[config.mk]
export PLATFORM = sky130hd
export DESIGN_NAME = mcu_interrupt_sequencer
export DESIGN_NICKNAME = d
export VERILOG_FILES = /design/src/rtl/irq_pkg.sv /design/src/rtl/ext_edge_detect.sv /design/src/rtl/irq_priority_pick.sv /design/src/rtl/mcu_interrupt_sequencer.sv
export SDC_FILE = /design/constraint.sdc
export NUM_CORES = 1
export LEC_CHECK = 0
export ABC_AREA = 1
export BUFFER_PORTS_ARGS = -buffer_cell sky130_fd_sc_hd__buf_2
export CAP_MARGIN = 20
export CELL_PAD_IN_SITES_DETAIL_PLACEMENT = 2
export CELL_PAD_IN_SITES_GLOBAL_PLACEMENT = 2
export CORE_UTILIZATION = 27
export DETAILED_ROUTE_END_ITERATION = 10
export PLACE_DENSITY_LB_ADDON = 0.25
export SLEW_MARGIN = 5
export SYNTH_ARGS = -nofsm -noshare
export SYNTH_HDL_FRONTEND = slang
export SYNTH_HIERARCHICAL = 1
export SYNTH_SLANG_ARGS = --single-unit
[constraint.sdc]
create_clock -name clk_sys_in -period 2.1 [get_ports clk_sys_in]
set_input_delay 0.105 -clock clk_sys_in [delete_from_list [all_inputs] [get_ports clk_sys_in]]
set_output_delay 0.105 -clock clk_sys_in [all_outputs]
set_load 0.01 [all_outputs]
[src/rtl/irq_pkg.sv]
// shared constants, types and decode helpers for the interrupt sequencer
package irq_pkg;
   // ----------------------------------------
   // sizes and sources
   // ----------------------------------------
   localparam int PC_W = 13;
   localparam int SRC_N = 4;
   localparam int ADDR_W = 8;
   localparam logic [1:0] SRC_EXT = 2'h0;
   localparam logic [1:0] SRC_T0 = 2'h1;
   localparam logic [1:0] SRC_ADC = 2'h2;
   localparam logic [1:0] SRC_TB = 2'h3;
   localparam logic [PC_W-1:0] VEC_BASE = 13'h0004;
   localparam logic [PC_W-1:0] VEC_STEP = 13'h0004;

   // ----------------------------------------
   // register map and fields
   // ----------------------------------------
   localparam logic [ADDR_W-1:0] OFS_CTRL_A = 8'h00;
   localparam logic [ADDR_W-1:0] OFS_CTRL_B = 8'h04;
   localparam logic [ADDR_W-1:0] OFS_EDGE = 8'h08;
   localparam logic [ADDR_W-1:0] OFS_STAT = 8'h0c;
   localparam int A_GIE = 0;
   localparam int A_EXT_EN = 1;
   localparam int A_T0_EN = 2;
   localparam int A_ADC_EN = 3;
   localparam int A_EXT_F = 4;
   localparam int A_T0_F = 5;
   localparam int A_ADC_F = 6;
   localparam int B_TB_EN = 0;
   localparam int B_TB_F = 4;
   localparam int EDGE_LO = 6;
   localparam int EDGE_HI = 7;
   localparam int ST_STATE_LSB = 0;
   localparam int ST_SRC_LSB = 4;
   localparam int ST_WAKE_BIT = 8;
   localparam logic [1:0] RESP_OKAY = 2'h0;
   localparam logic [1:0] RESP_SLVERR = 2'h2;

   // ----------------------------------------
   // enumerations
   // ----------------------------------------
   typedef enum logic [1:0] {
      EDGE_OFF = 2'b00,
      EDGE_RISE = 2'b01,
      EDGE_FALL = 2'b10,
      EDGE_BOTH = 2'b11
   } edge_mode_t;

   typedef enum logic [1:0] {
      ST_IDLE = 2'b00,
      ST_WAKE = 2'b01,
      ST_PUSH = 2'b10,
      ST_LOAD = 2'b11
   } seq_state_t;

   // ----------------------------------------
   // cpu side carriers
   // ----------------------------------------
   typedef struct packed {
      logic boundary;
      logic sleep;
      logic stack_full;
      logic interrupt_return_instruction;
      logic [PC_W-1:0] pc;
   } cpu_req_t;

   typedef struct packed {
      logic push;
      logic pop;
      logic load;
      logic [PC_W-1:0] push_addr;
      logic [PC_W-1:0] vector_addr;
   } cpu_ctl_t;

   // vector address of a source index
   function automatic logic [PC_W-1:0] vector_of(input logic [1:0] idx);
      vector_of = VEC_BASE + PC_W'({idx, 2'b00});
   endfunction
endpackage

[src/rtl/ext_edge_detect.sv]
// external pin synchroniser and selectable edge detector
`timescale 1ns/1ps
module ext_edge_detect import irq_pkg::*; (
   // clock and reset
   input wire logic clk_sys_in,
   input wire logic rst_in,
   input wire logic ce_in,
   // pin and mode
   input wire logic pin_in,
   input wire edge_mode_t mode_in,
   // detected edge
   output logic edge_out
);
   logic sync1_reg;
   logic sync2_reg;
   logic prev_reg;
   logic rise;
   logic fall;

   // two-stage synchroniser then history flop
   always_ff @(posedge clk_sys_in or posedge rst_in) begin
      if (rst_in) begin
         sync1_reg <= 1'b0;
         sync2_reg <= 1'b0;
         prev_reg <= 1'b0;
      end else if (ce_in) begin
         sync1_reg <= pin_in;
         sync2_reg <= sync1_reg;
         prev_reg <= sync2_reg;
      end
   end

   // edge select decode
   assign rise = sync2_reg & ~prev_reg;
   assign fall = ~sync2_reg & prev_reg;
   always_comb begin
      unique case (mode_in)
         EDGE_OFF: edge_out = 1'b0;
         EDGE_RISE: edge_out = rise;
         EDGE_FALL: edge_out = fall;
         EDGE_BOTH: edge_out = rise | fall;
      endcase
   end
endmodule

[src/rtl/irq_priority_pick.sv]
// fixed priority pick among pending enabled sources
`timescale 1ns/1ps
module irq_priority_pick import irq_pkg::*; (
   // pending and enabled requests
   input wire logic [SRC_N-1:0] req_in,
   // winner
   output logic valid_out,
   output logic [1:0] idx_out
);
   // lowest index wins, scanning down so it overrides
   always_comb begin
      valid_out = 1'b0;
      idx_out = SRC_EXT;
      for (int i = SRC_N - 1; i >= 0; i--) begin
         if (req_in[i]) begin
            valid_out = 1'b1;
            idx_out = 2'(i);
         end
      end
   end
endmodule

[src/rtl/mcu_interrupt_sequencer.sv]
// interrupt flags, enables, sequencing and register slave
`timescale 1ns/1ps
module mcu_interrupt_sequencer import irq_pkg::*; (
   // clock, reset, enable
   input wire logic clk_sys_in,
   input wire logic rst_in,
   input wire logic ce_in,
   // event sources
   input wire logic ext_pin_in,
   input wire logic t0_overflow_in,
   input wire logic adc_done_in,
   input wire logic tb_event_in,
   // cpu core
   input wire cpu_req_t cpu_req_in,
   output cpu_ctl_t cpu_ctl_out,
   output logic wake_out,
   // axi4-lite slave
   input wire logic [ADDR_W-1:0] s_axi_awaddr,
   input wire logic s_axi_awvalid,
   output logic s_axi_awready,
   input wire logic [31:0] s_axi_wdata,
   input wire logic [3:0] s_axi_wstrb,
   input wire logic s_axi_wvalid,
   output logic s_axi_wready,
   output logic [1:0] s_axi_bresp,
   output logic s_axi_bvalid,
   input wire logic s_axi_bready,
   input wire logic [ADDR_W-1:0] s_axi_araddr,
   input wire logic s_axi_arvalid,
   output logic s_axi_arready,
   output logic [31:0] s_axi_rdata,
   output logic [1:0] s_axi_rresp,
   output logic s_axi_rvalid,
   input wire logic s_axi_rready
);
   // ----------------------------------------
   // state
   // ----------------------------------------
   logic gie_reg;
   logic [SRC_N-1:0] en_reg;
   logic [SRC_N-1:0] flag_reg;
   logic [SRC_N-1:0] flag_next;
   edge_mode_t edge_reg;
   seq_state_t state_reg;
   logic [1:0] src_reg;
   logic [ADDR_W-1:0] aw_addr_reg;
   logic aw_have_reg;
   logic [31:0] w_data_reg;
   logic w_strb_reg;
   logic w_have_reg;
   logic ext_edge;
   logic [SRC_N-1:0] events;
   logic [SRC_N-1:0] pending;
   logic pick_valid;
   logic [1:0] pick_idx;
   logic accept;
   logic wr_fire;
   logic wr_a;
   logic wr_b;
   logic wr_e;
   logic [7:0] wbyte;

   // ----------------------------------------
   // sources and priority
   // ----------------------------------------
   ext_edge_detect u_edge (
      .clk_sys_in(clk_sys_in),
      .rst_in(rst_in),
      .ce_in(ce_in),
      .pin_in(ext_pin_in),
      .mode_in(edge_reg),
      .edge_out(ext_edge)
   );

   // event vector in priority order
   assign events = {tb_event_in, adc_done_in, t0_overflow_in, ext_edge};
   assign pending = flag_reg & en_reg;

   irq_priority_pick u_pick (
      .req_in(pending),
      .valid_out(pick_valid),
      .idx_out(pick_idx)
   );

   // acceptance only at a boundary, gated by global enable and stack room
   assign accept = ce_in && cpu_req_in.boundary && state_reg == ST_IDLE && gie_reg &&
      pick_valid && !cpu_req_in.stack_full;

   // ----------------------------------------
   // register file
   // ----------------------------------------
   assign wr_fire = aw_have_reg && w_have_reg && !s_axi_bvalid;
   assign wr_a = wr_fire && w_strb_reg && aw_addr_reg == OFS_CTRL_A;
   assign wr_b = wr_fire && w_strb_reg && aw_addr_reg == OFS_CTRL_B;
   assign wr_e = wr_fire && w_strb_reg && aw_addr_reg == OFS_EDGE;
   assign wbyte = w_data_reg[7:0];

   // register read decode
   function automatic logic [31:0] read_word(input logic [ADDR_W-1:0] a);
      read_word = '0;
      unique case (a)
         OFS_CTRL_A: begin
            read_word[A_GIE] = gie_reg;
            read_word[A_EXT_EN] = en_reg[SRC_EXT];
            read_word[A_T0_EN] = en_reg[SRC_T0];
            read_word[A_ADC_EN] = en_reg[SRC_ADC];
            read_word[A_EXT_F] = flag_reg[SRC_EXT];
            read_word[A_T0_F] = flag_reg[SRC_T0];
            read_word[A_ADC_F] = flag_reg[SRC_ADC];
         end
         OFS_CTRL_B: begin
            read_word[B_TB_EN] = en_reg[SRC_TB];
            read_word[B_TB_F] = flag_reg[SRC_TB];
         end
         OFS_EDGE: read_word[EDGE_HI:EDGE_LO] = edge_reg;
         OFS_STAT: begin
            read_word[ST_STATE_LSB +: 2] = state_reg;
            read_word[ST_SRC_LSB +: 2] = src_reg;
            read_word[ST_WAKE_BIT] = wake_out;
         end
         default: read_word = '0;
      endcase
   endfunction

   // address is mapped
   function automatic logic mapped(input logic [ADDR_W-1:0] a);
      mapped = a == OFS_CTRL_A || a == OFS_CTRL_B || a == OFS_EDGE || a == OFS_STAT;
   endfunction

   // flags: software write, service clear of the external flag only, then hardware set wins
   always_comb begin
      flag_next = flag_reg;
      if (wr_a) begin
         flag_next[SRC_EXT] = wbyte[A_EXT_F];
         flag_next[SRC_T0] = wbyte[A_T0_F];
         flag_next[SRC_ADC] = wbyte[A_ADC_F];
      end
      if (wr_b) begin
         flag_next[SRC_TB] = wbyte[B_TB_F];
      end
      if (accept && pick_idx == SRC_EXT) begin
         flag_next[SRC_EXT] = 1'b0;
      end
      flag_next = flag_next | events;
   end

   always_ff @(posedge clk_sys_in or posedge rst_in) begin
      if (rst_in) begin
         flag_reg <= '0;
      end else if (ce_in) begin
         flag_reg <= flag_next;
      end
   end

   // enables, global enable and edge select
   always_ff @(posedge clk_sys_in or posedge rst_in) begin
      if (rst_in) begin
         gie_reg <= 1'b0;
         en_reg <= '0;
         edge_reg <= EDGE_OFF;
      end else if (ce_in) begin
         if (wr_a) begin
            gie_reg <= wbyte[A_GIE];
            en_reg[SRC_EXT] <= wbyte[A_EXT_EN];
            en_reg[SRC_T0] <= wbyte[A_T0_EN];
            en_reg[SRC_ADC] <= wbyte[A_ADC_EN];
         end
         if (wr_b) begin
            en_reg[SRC_TB] <= wbyte[B_TB_EN];
         end
         if (wr_e) begin
            edge_reg <= edge_mode_t'(wbyte[EDGE_HI:EDGE_LO]);
         end
         if (accept) begin
            gie_reg <= 1'b0;
         end
      end
   end

   // ----------------------------------------
   // service sequence
   // ----------------------------------------
   // accept, optional wake slot, push, vector load: one boundary each
   always_ff @(posedge clk_sys_in or posedge rst_in) begin
      if (rst_in) begin
         state_reg <= ST_IDLE;
         src_reg <= SRC_EXT;
      end else if (ce_in && cpu_req_in.boundary) begin
         unique case (state_reg)
            ST_IDLE: begin
               if (accept) begin
                  src_reg <= pick_idx;
                  state_reg <= cpu_req_in.sleep ? ST_WAKE : ST_PUSH;
               end
            end
            ST_WAKE: state_reg <= ST_PUSH;
            ST_PUSH: state_reg <= ST_LOAD;
            ST_LOAD: state_reg <= ST_IDLE;
         endcase
      end
   end

   // cpu strobes, one cycle each
   always_ff @(posedge clk_sys_in or posedge rst_in) begin
      if (rst_in) begin
         cpu_ctl_out <= '0;
      end else if (ce_in) begin
         cpu_ctl_out.push <= cpu_req_in.boundary && state_reg == ST_PUSH;
         cpu_ctl_out.load <= cpu_req_in.boundary && state_reg == ST_LOAD;
         cpu_ctl_out.pop <= cpu_req_in.boundary && cpu_req_in.interrupt_return_instruction;
         if (cpu_req_in.boundary && state_reg == ST_PUSH) begin
            cpu_ctl_out.push_addr <= cpu_req_in.pc;
         end
         if (cpu_req_in.boundary && state_reg == ST_LOAD) begin
            cpu_ctl_out.vector_addr <= vector_of(src_reg);
         end
      end
   end

   // wake request for sleep logic
   always_ff @(posedge clk_sys_in or posedge rst_in) begin
      if (rst_in) begin
         wake_out <= 1'b0;
      end else if (ce_in) begin
         wake_out <= |pending;
      end
   end

   // ----------------------------------------
   // axi4-lite write channel
   // ----------------------------------------
   always_ff @(posedge clk_sys_in or posedge rst_in) begin
      if (rst_in) begin
         aw_have_reg <= 1'b0;
         aw_addr_reg <= '0;
         w_have_reg <= 1'b0;
         w_data_reg <= '0;
         w_strb_reg <= 1'b0;
         s_axi_awready <= 1'b1;
         s_axi_wready <= 1'b1;
         s_axi_bvalid <= 1'b0;
         s_axi_bresp <= RESP_OKAY;
      end else if (ce_in) begin
         if (s_axi_awvalid && s_axi_awready) begin
            aw_have_reg <= 1'b1;
            aw_addr_reg <= s_axi_awaddr;
            s_axi_awready <= 1'b0;
         end
         if (s_axi_wvalid && s_axi_wready) begin
            w_have_reg <= 1'b1;
            w_data_reg <= s_axi_wdata;
            w_strb_reg <= s_axi_wstrb[0];
            s_axi_wready <= 1'b0;
         end
         if (wr_fire) begin
            aw_have_reg <= 1'b0;
            w_have_reg <= 1'b0;
            s_axi_bvalid <= 1'b1;
            s_axi_bresp <= mapped(aw_addr_reg) ? RESP_OKAY : RESP_SLVERR;
         end
         if (s_axi_bvalid && s_axi_bready) begin
            s_axi_bvalid <= 1'b0;
            s_axi_awready <= 1'b1;
            s_axi_wready <= 1'b1;
         end
      end
   end

   // ----------------------------------------
   // axi4-lite read channel
   // ----------------------------------------
   always_ff @(posedge clk_sys_in or posedge rst_in) begin
      if (rst_in) begin
         s_axi_arready <= 1'b1;
         s_axi_rvalid <= 1'b0;
         s_axi_rdata <= '0;
         s_axi_rresp <= RESP_OKAY;
      end else if (ce_in) begin
         if (s_axi_arvalid && s_axi_arready) begin
            s_axi_arready <= 1'b0;
            s_axi_rvalid <= 1'b1;
            s_axi_rdata <= read_word(s_axi_araddr);
            s_axi_rresp <= mapped(s_axi_araddr) ? RESP_OKAY : RESP_SLVERR;
         end else if (s_axi_rvalid && s_axi_rready) begin
            s_axi_rvalid <= 1'b0;
            s_axi_arready <= 1'b1;
         end
      end
   end

   // ----------------------------------------
   // checks
   // ----------------------------------------
   chk_no_global: assert property (@(posedge clk_sys_in) disable iff (rst_in)
      !gie_reg |-> !accept) else $error("accepted with global enable clear");
   chk_enable_gate: assert property (@(posedge clk_sys_in) disable iff (rst_in)
      accept |-> en_reg[pick_idx] && flag_reg[pick_idx]) else $error("disabled source taken");
   chk_stack_full: assert property (@(posedge clk_sys_in) disable iff (rst_in)
      cpu_req_in.stack_full |-> !accept) else $error("accepted with stack full");
   chk_gie_cleared: assert property (@(posedge clk_sys_in) disable iff (rst_in)
      accept |=> !gie_reg) else $error("global enable not cleared on entry");
   chk_flag_set: assert property (@(posedge clk_sys_in) disable iff (rst_in)
      ce_in && t0_overflow_in |=> flag_reg[SRC_T0]) else $error("timer flag lost");
   chk_ext_clear: assert property (@(posedge clk_sys_in) disable iff (rst_in)
      accept && pick_idx == SRC_EXT && !ext_edge |=> !flag_reg[SRC_EXT])
      else $error("external flag not cleared");
   chk_push_addr: assert property (@(posedge clk_sys_in) disable iff (rst_in)
      ce_in && cpu_req_in.boundary && state_reg == ST_PUSH
      |=> cpu_ctl_out.push && cpu_ctl_out.push_addr == $past(cpu_req_in.pc))
      else $error("push missing or wrong address");
   chk_load_vector: assert property (@(posedge clk_sys_in) disable iff (rst_in)
      cpu_ctl_out.load |-> cpu_ctl_out.vector_addr == vector_of(src_reg) && !cpu_ctl_out.push)
      else $error("wrong vector loaded");
   chk_push_then_load: assert property (@(posedge clk_sys_in) disable iff (rst_in)
      cpu_ctl_out.push && ce_in |-> state_reg == ST_LOAD) else $error("push not followed by load");
   chk_wake_slot: assert property (@(posedge clk_sys_in) disable iff (rst_in)
      accept && cpu_req_in.sleep |=> state_reg == ST_WAKE) else $error("no wake slot");
   chk_pop_interrupt_return_instruction: assert property (@(posedge clk_sys_in) disable iff (rst_in)
      ce_in && cpu_req_in.boundary && cpu_req_in.interrupt_return_instruction |=> cpu_ctl_out.pop)
      else $error("return did not pop");
endmodule

==> out/results.ini <==
[sta]
fin_setup_tns_ns = 0
finalClockSkew_ns = 0.01036
hold_viol_final = 0
slew_violations = 0
post-route-period-util_pct = 71.91
setup_violations = 0
min_period_ns = 1.510
max_freq_mhz = 662.2
whs_ns = 0.004590
rsz0062_at_grt = no

[die]
die_h_microns = 117.4
die_w_microns = 117.4
coreArea_sq_um = 12820
rows = 41
io_pins = 152
start_util_pct = 28.04
dieArea_sq_um = 13780

[layout]
area_delta_synth_final_pct = 33.09
largest_reg_flops = 19
fin_area_sq_um = 4786
top_regs = cpu_ctl_out (19), s_axi_rdata (9)
num_antenna_cells = 0
nets = 627
mostFrequentLayoutCells = 127 x nand2_1, 89 x buf_2, 70 x dfrtp_1
top_register = cpu_ctl_out
nFillCells = 1483
fin_cells = 716
layout_commonest_cell = nand2_1
layout-drive-gt1-share_pct = 25.18

[clock_network]
cts_buffers = 9
cts_setup_buffers = 0
cts_num_sinks = 73
clkTransAtPathRegs_ns = 0.06
cts_max_path_buffers = 2
root_buffer = clkbuf_16
cts_tree = done
insertion_delay_ns = 0.34
cts_max_level = 3

[synthesis]
synth.cell_area_sq_um = 3596
synth_warnings = 6
synthAdderAreaFrac_pct = 2.436
synthSimpleGateAreaFrac_pct = 22.20
synthCells = 409
synth-seq-cells = 73
synth_compound_area_share_pct = 4.697
yosysSeqAreaShare_pct = 50.90
yosys-mux-area-fraction_pct = 6.228
synth_xor_area_share_pct = 0
ys_types = 32
avgSynthCellArea_sq_um = 8.792
synth_top_family_by_area = simple AND/OR/NAND/NOR gates

[pwr]
p_seq_share_pct = 40.4
p_switching_mw = 1.792
leakagePower_nw = 2.579
combPwrFrac_pct = 28.0
intPower_mw = 3.781
clock_power_share_pct = 31.6
power_mw = 5.573
switching_share_pct = 32.16
p_per_area_nw_per_um2 = 1164
vdd_drop_max_mv = 0.4316

[setup_path]
crit_arrival_ns = 1.74
crit_path_end_kind = flop
critPathKind = flop to flop
startpoint_type = flop
critical_path_required_ns = 2.33
worst-r2r-cell-count = 10
cp_max_fo = 5

[global_route]
overflow = 0
grt_start_max_net_pins = 71
grt-busiest-layer = met2
antenna_found_initial = 0
grt_pass1_vias = 3495
use_met3_pct = 3.259
grt_pass1_wl_microns = 17170
use_met2_pct = 29.44
grtUsageTotal_pct = 15.87
met1_usage_pct = 17.59

[run_status]
outcome = complete, no violations

[placement]
hpwl_microns = 7305
placed_cells = 669
routabilityCongestion = 0.7292
port_buffers = 89
dpl_cell_area_sq_um = 4139

[routing]
wire_per_inst_microns = 13.95
drc = 0
dr_total_vias = 3026
dr.first_iter.drc_count = 63
ant_nets = 0
viasPerCell = 4.226
dr.pass1.iters = 4
finalWirelength_microns = 9986

[hold_path]
hold_class = input port to flop
min_path_cells = 3

[run]
maxCapViolations = 0

path summary, 6_finish.rpt:
check / slack, ns / to / from
min in group asynchronous: 0.19 / u_edge/prev_reg / rst_in
max reg2reg: 0.59 / flag_reg[0] / flag_reg[0]
max: 0.59 / flag_reg[0] / flag_reg[0]
max in group asynchronous: 1.34 / s_axi_awready / rst_in
min reg2reg: 0.47 / s_axi_rdata[4] / s_axi_rdata[4]
min: 0.005 / w_data_reg[0] / s_axi_wdata[0]
per-stage QoR:
step           util [%]  worst slack, ns
2_1_floorplan         -           0.2318
3_3_place_gp      32.27           0.6109
3_5_place_dp      32.27           0.5702
4_1_cts           37.32           0.5593
5_1_grt           37.32           0.3644
6_report          37.32           0.5898
critical path, cell delays in order, from the launching register on:
cell and delay, ns:
dfrtp_1 0.40, nand2_1 0.08, inv_1 0.11, nor2_1 0.06, nand2_1 0.06, nand3_1 0.09, nand3b_1 0.25, nor2_1 0.17
nand2_1 0.08, nand2_1 0.07, nand2_1 0.04
power groups by stage:
stage / clock network (mW) / registers [mW] / logic (mW)
floorplan: 0 / 2.30 / 0.942
global placement: 0 / 2.25 / 1.46
detailed placement: 0 / 2.28 / 1.54
CTS: 1.81 / 2.26 / 1.59
global route: 1.86 / 2.32 / 1.78
finish: 1.76 / 2.25 / 1.56
repair_timing:
item	in CTS	in global routing
hold buffers	31	0
gates resized for setup	0	0
endpoints found under the hold margin	100	0
routing by layer:
metal  wire length [microns]  vias up
li1                        -     1467
met1                    4220     1474
met2                    5278       74
met3                     343       11
met4                     143        0
met5                       0        -
synth_stat cells, drive strengths merged:
| master | n | area share (%) |
|---|---|---|
| nand2 | 129 | 14 |
| dfrtp | 70 | 49 |
| inv | 45 | 4.8 |
| buf | 39 | 8.2 |
| nand3 | 32 | 4.6 |
| nor2 | 25 | 2.7 |
| o21ai | 24 | 3.3 |
| mux2 | 16 | 6.0 |
| ha | 7 | 2.4 |
| a21oi | 3 | 0.52 |
| dfstp | 3 | 2.2 |
| nor3 | 3 | 0.42 |
| clkbuf | 2 | 0.21 |
| clkinv | 2 | 0.24 |
| o21a | 2 | 0.42 |
| a22o | 1 | 0.24 |
| a31oi | 1 | 0.17 |
| and2 | 1 | 0.17 |
| conb | 1 | 0.10 |
| mux2i | 1 | 0.28 |
| nand3b | 1 | 0.21 |
| nand4 | 1 | 0.17 |
logic make-up (layout without fill, tap and decap cells):
group,Yosys count,count (layout)
simple gates,192,192
buf+inv,88,189
flops,73,73
other cells,1,35
fa+ha+maj,7,7
mux,17,17
compound gates,31,31
final cells by class:
class	count	area, sq um	area share, %
flip-flops and latches	73	1831	38.25
multi-input cells	282	1410	29.46
repair buffers	126	813.3	16.99
clock buffers	11	232.7	4.863
well taps	172	215.2	4.497
inverters	47	180.2	3.765
clock inverters	5	103.9	2.170
No activity file was read; power rests on OpenSTA's default activity.
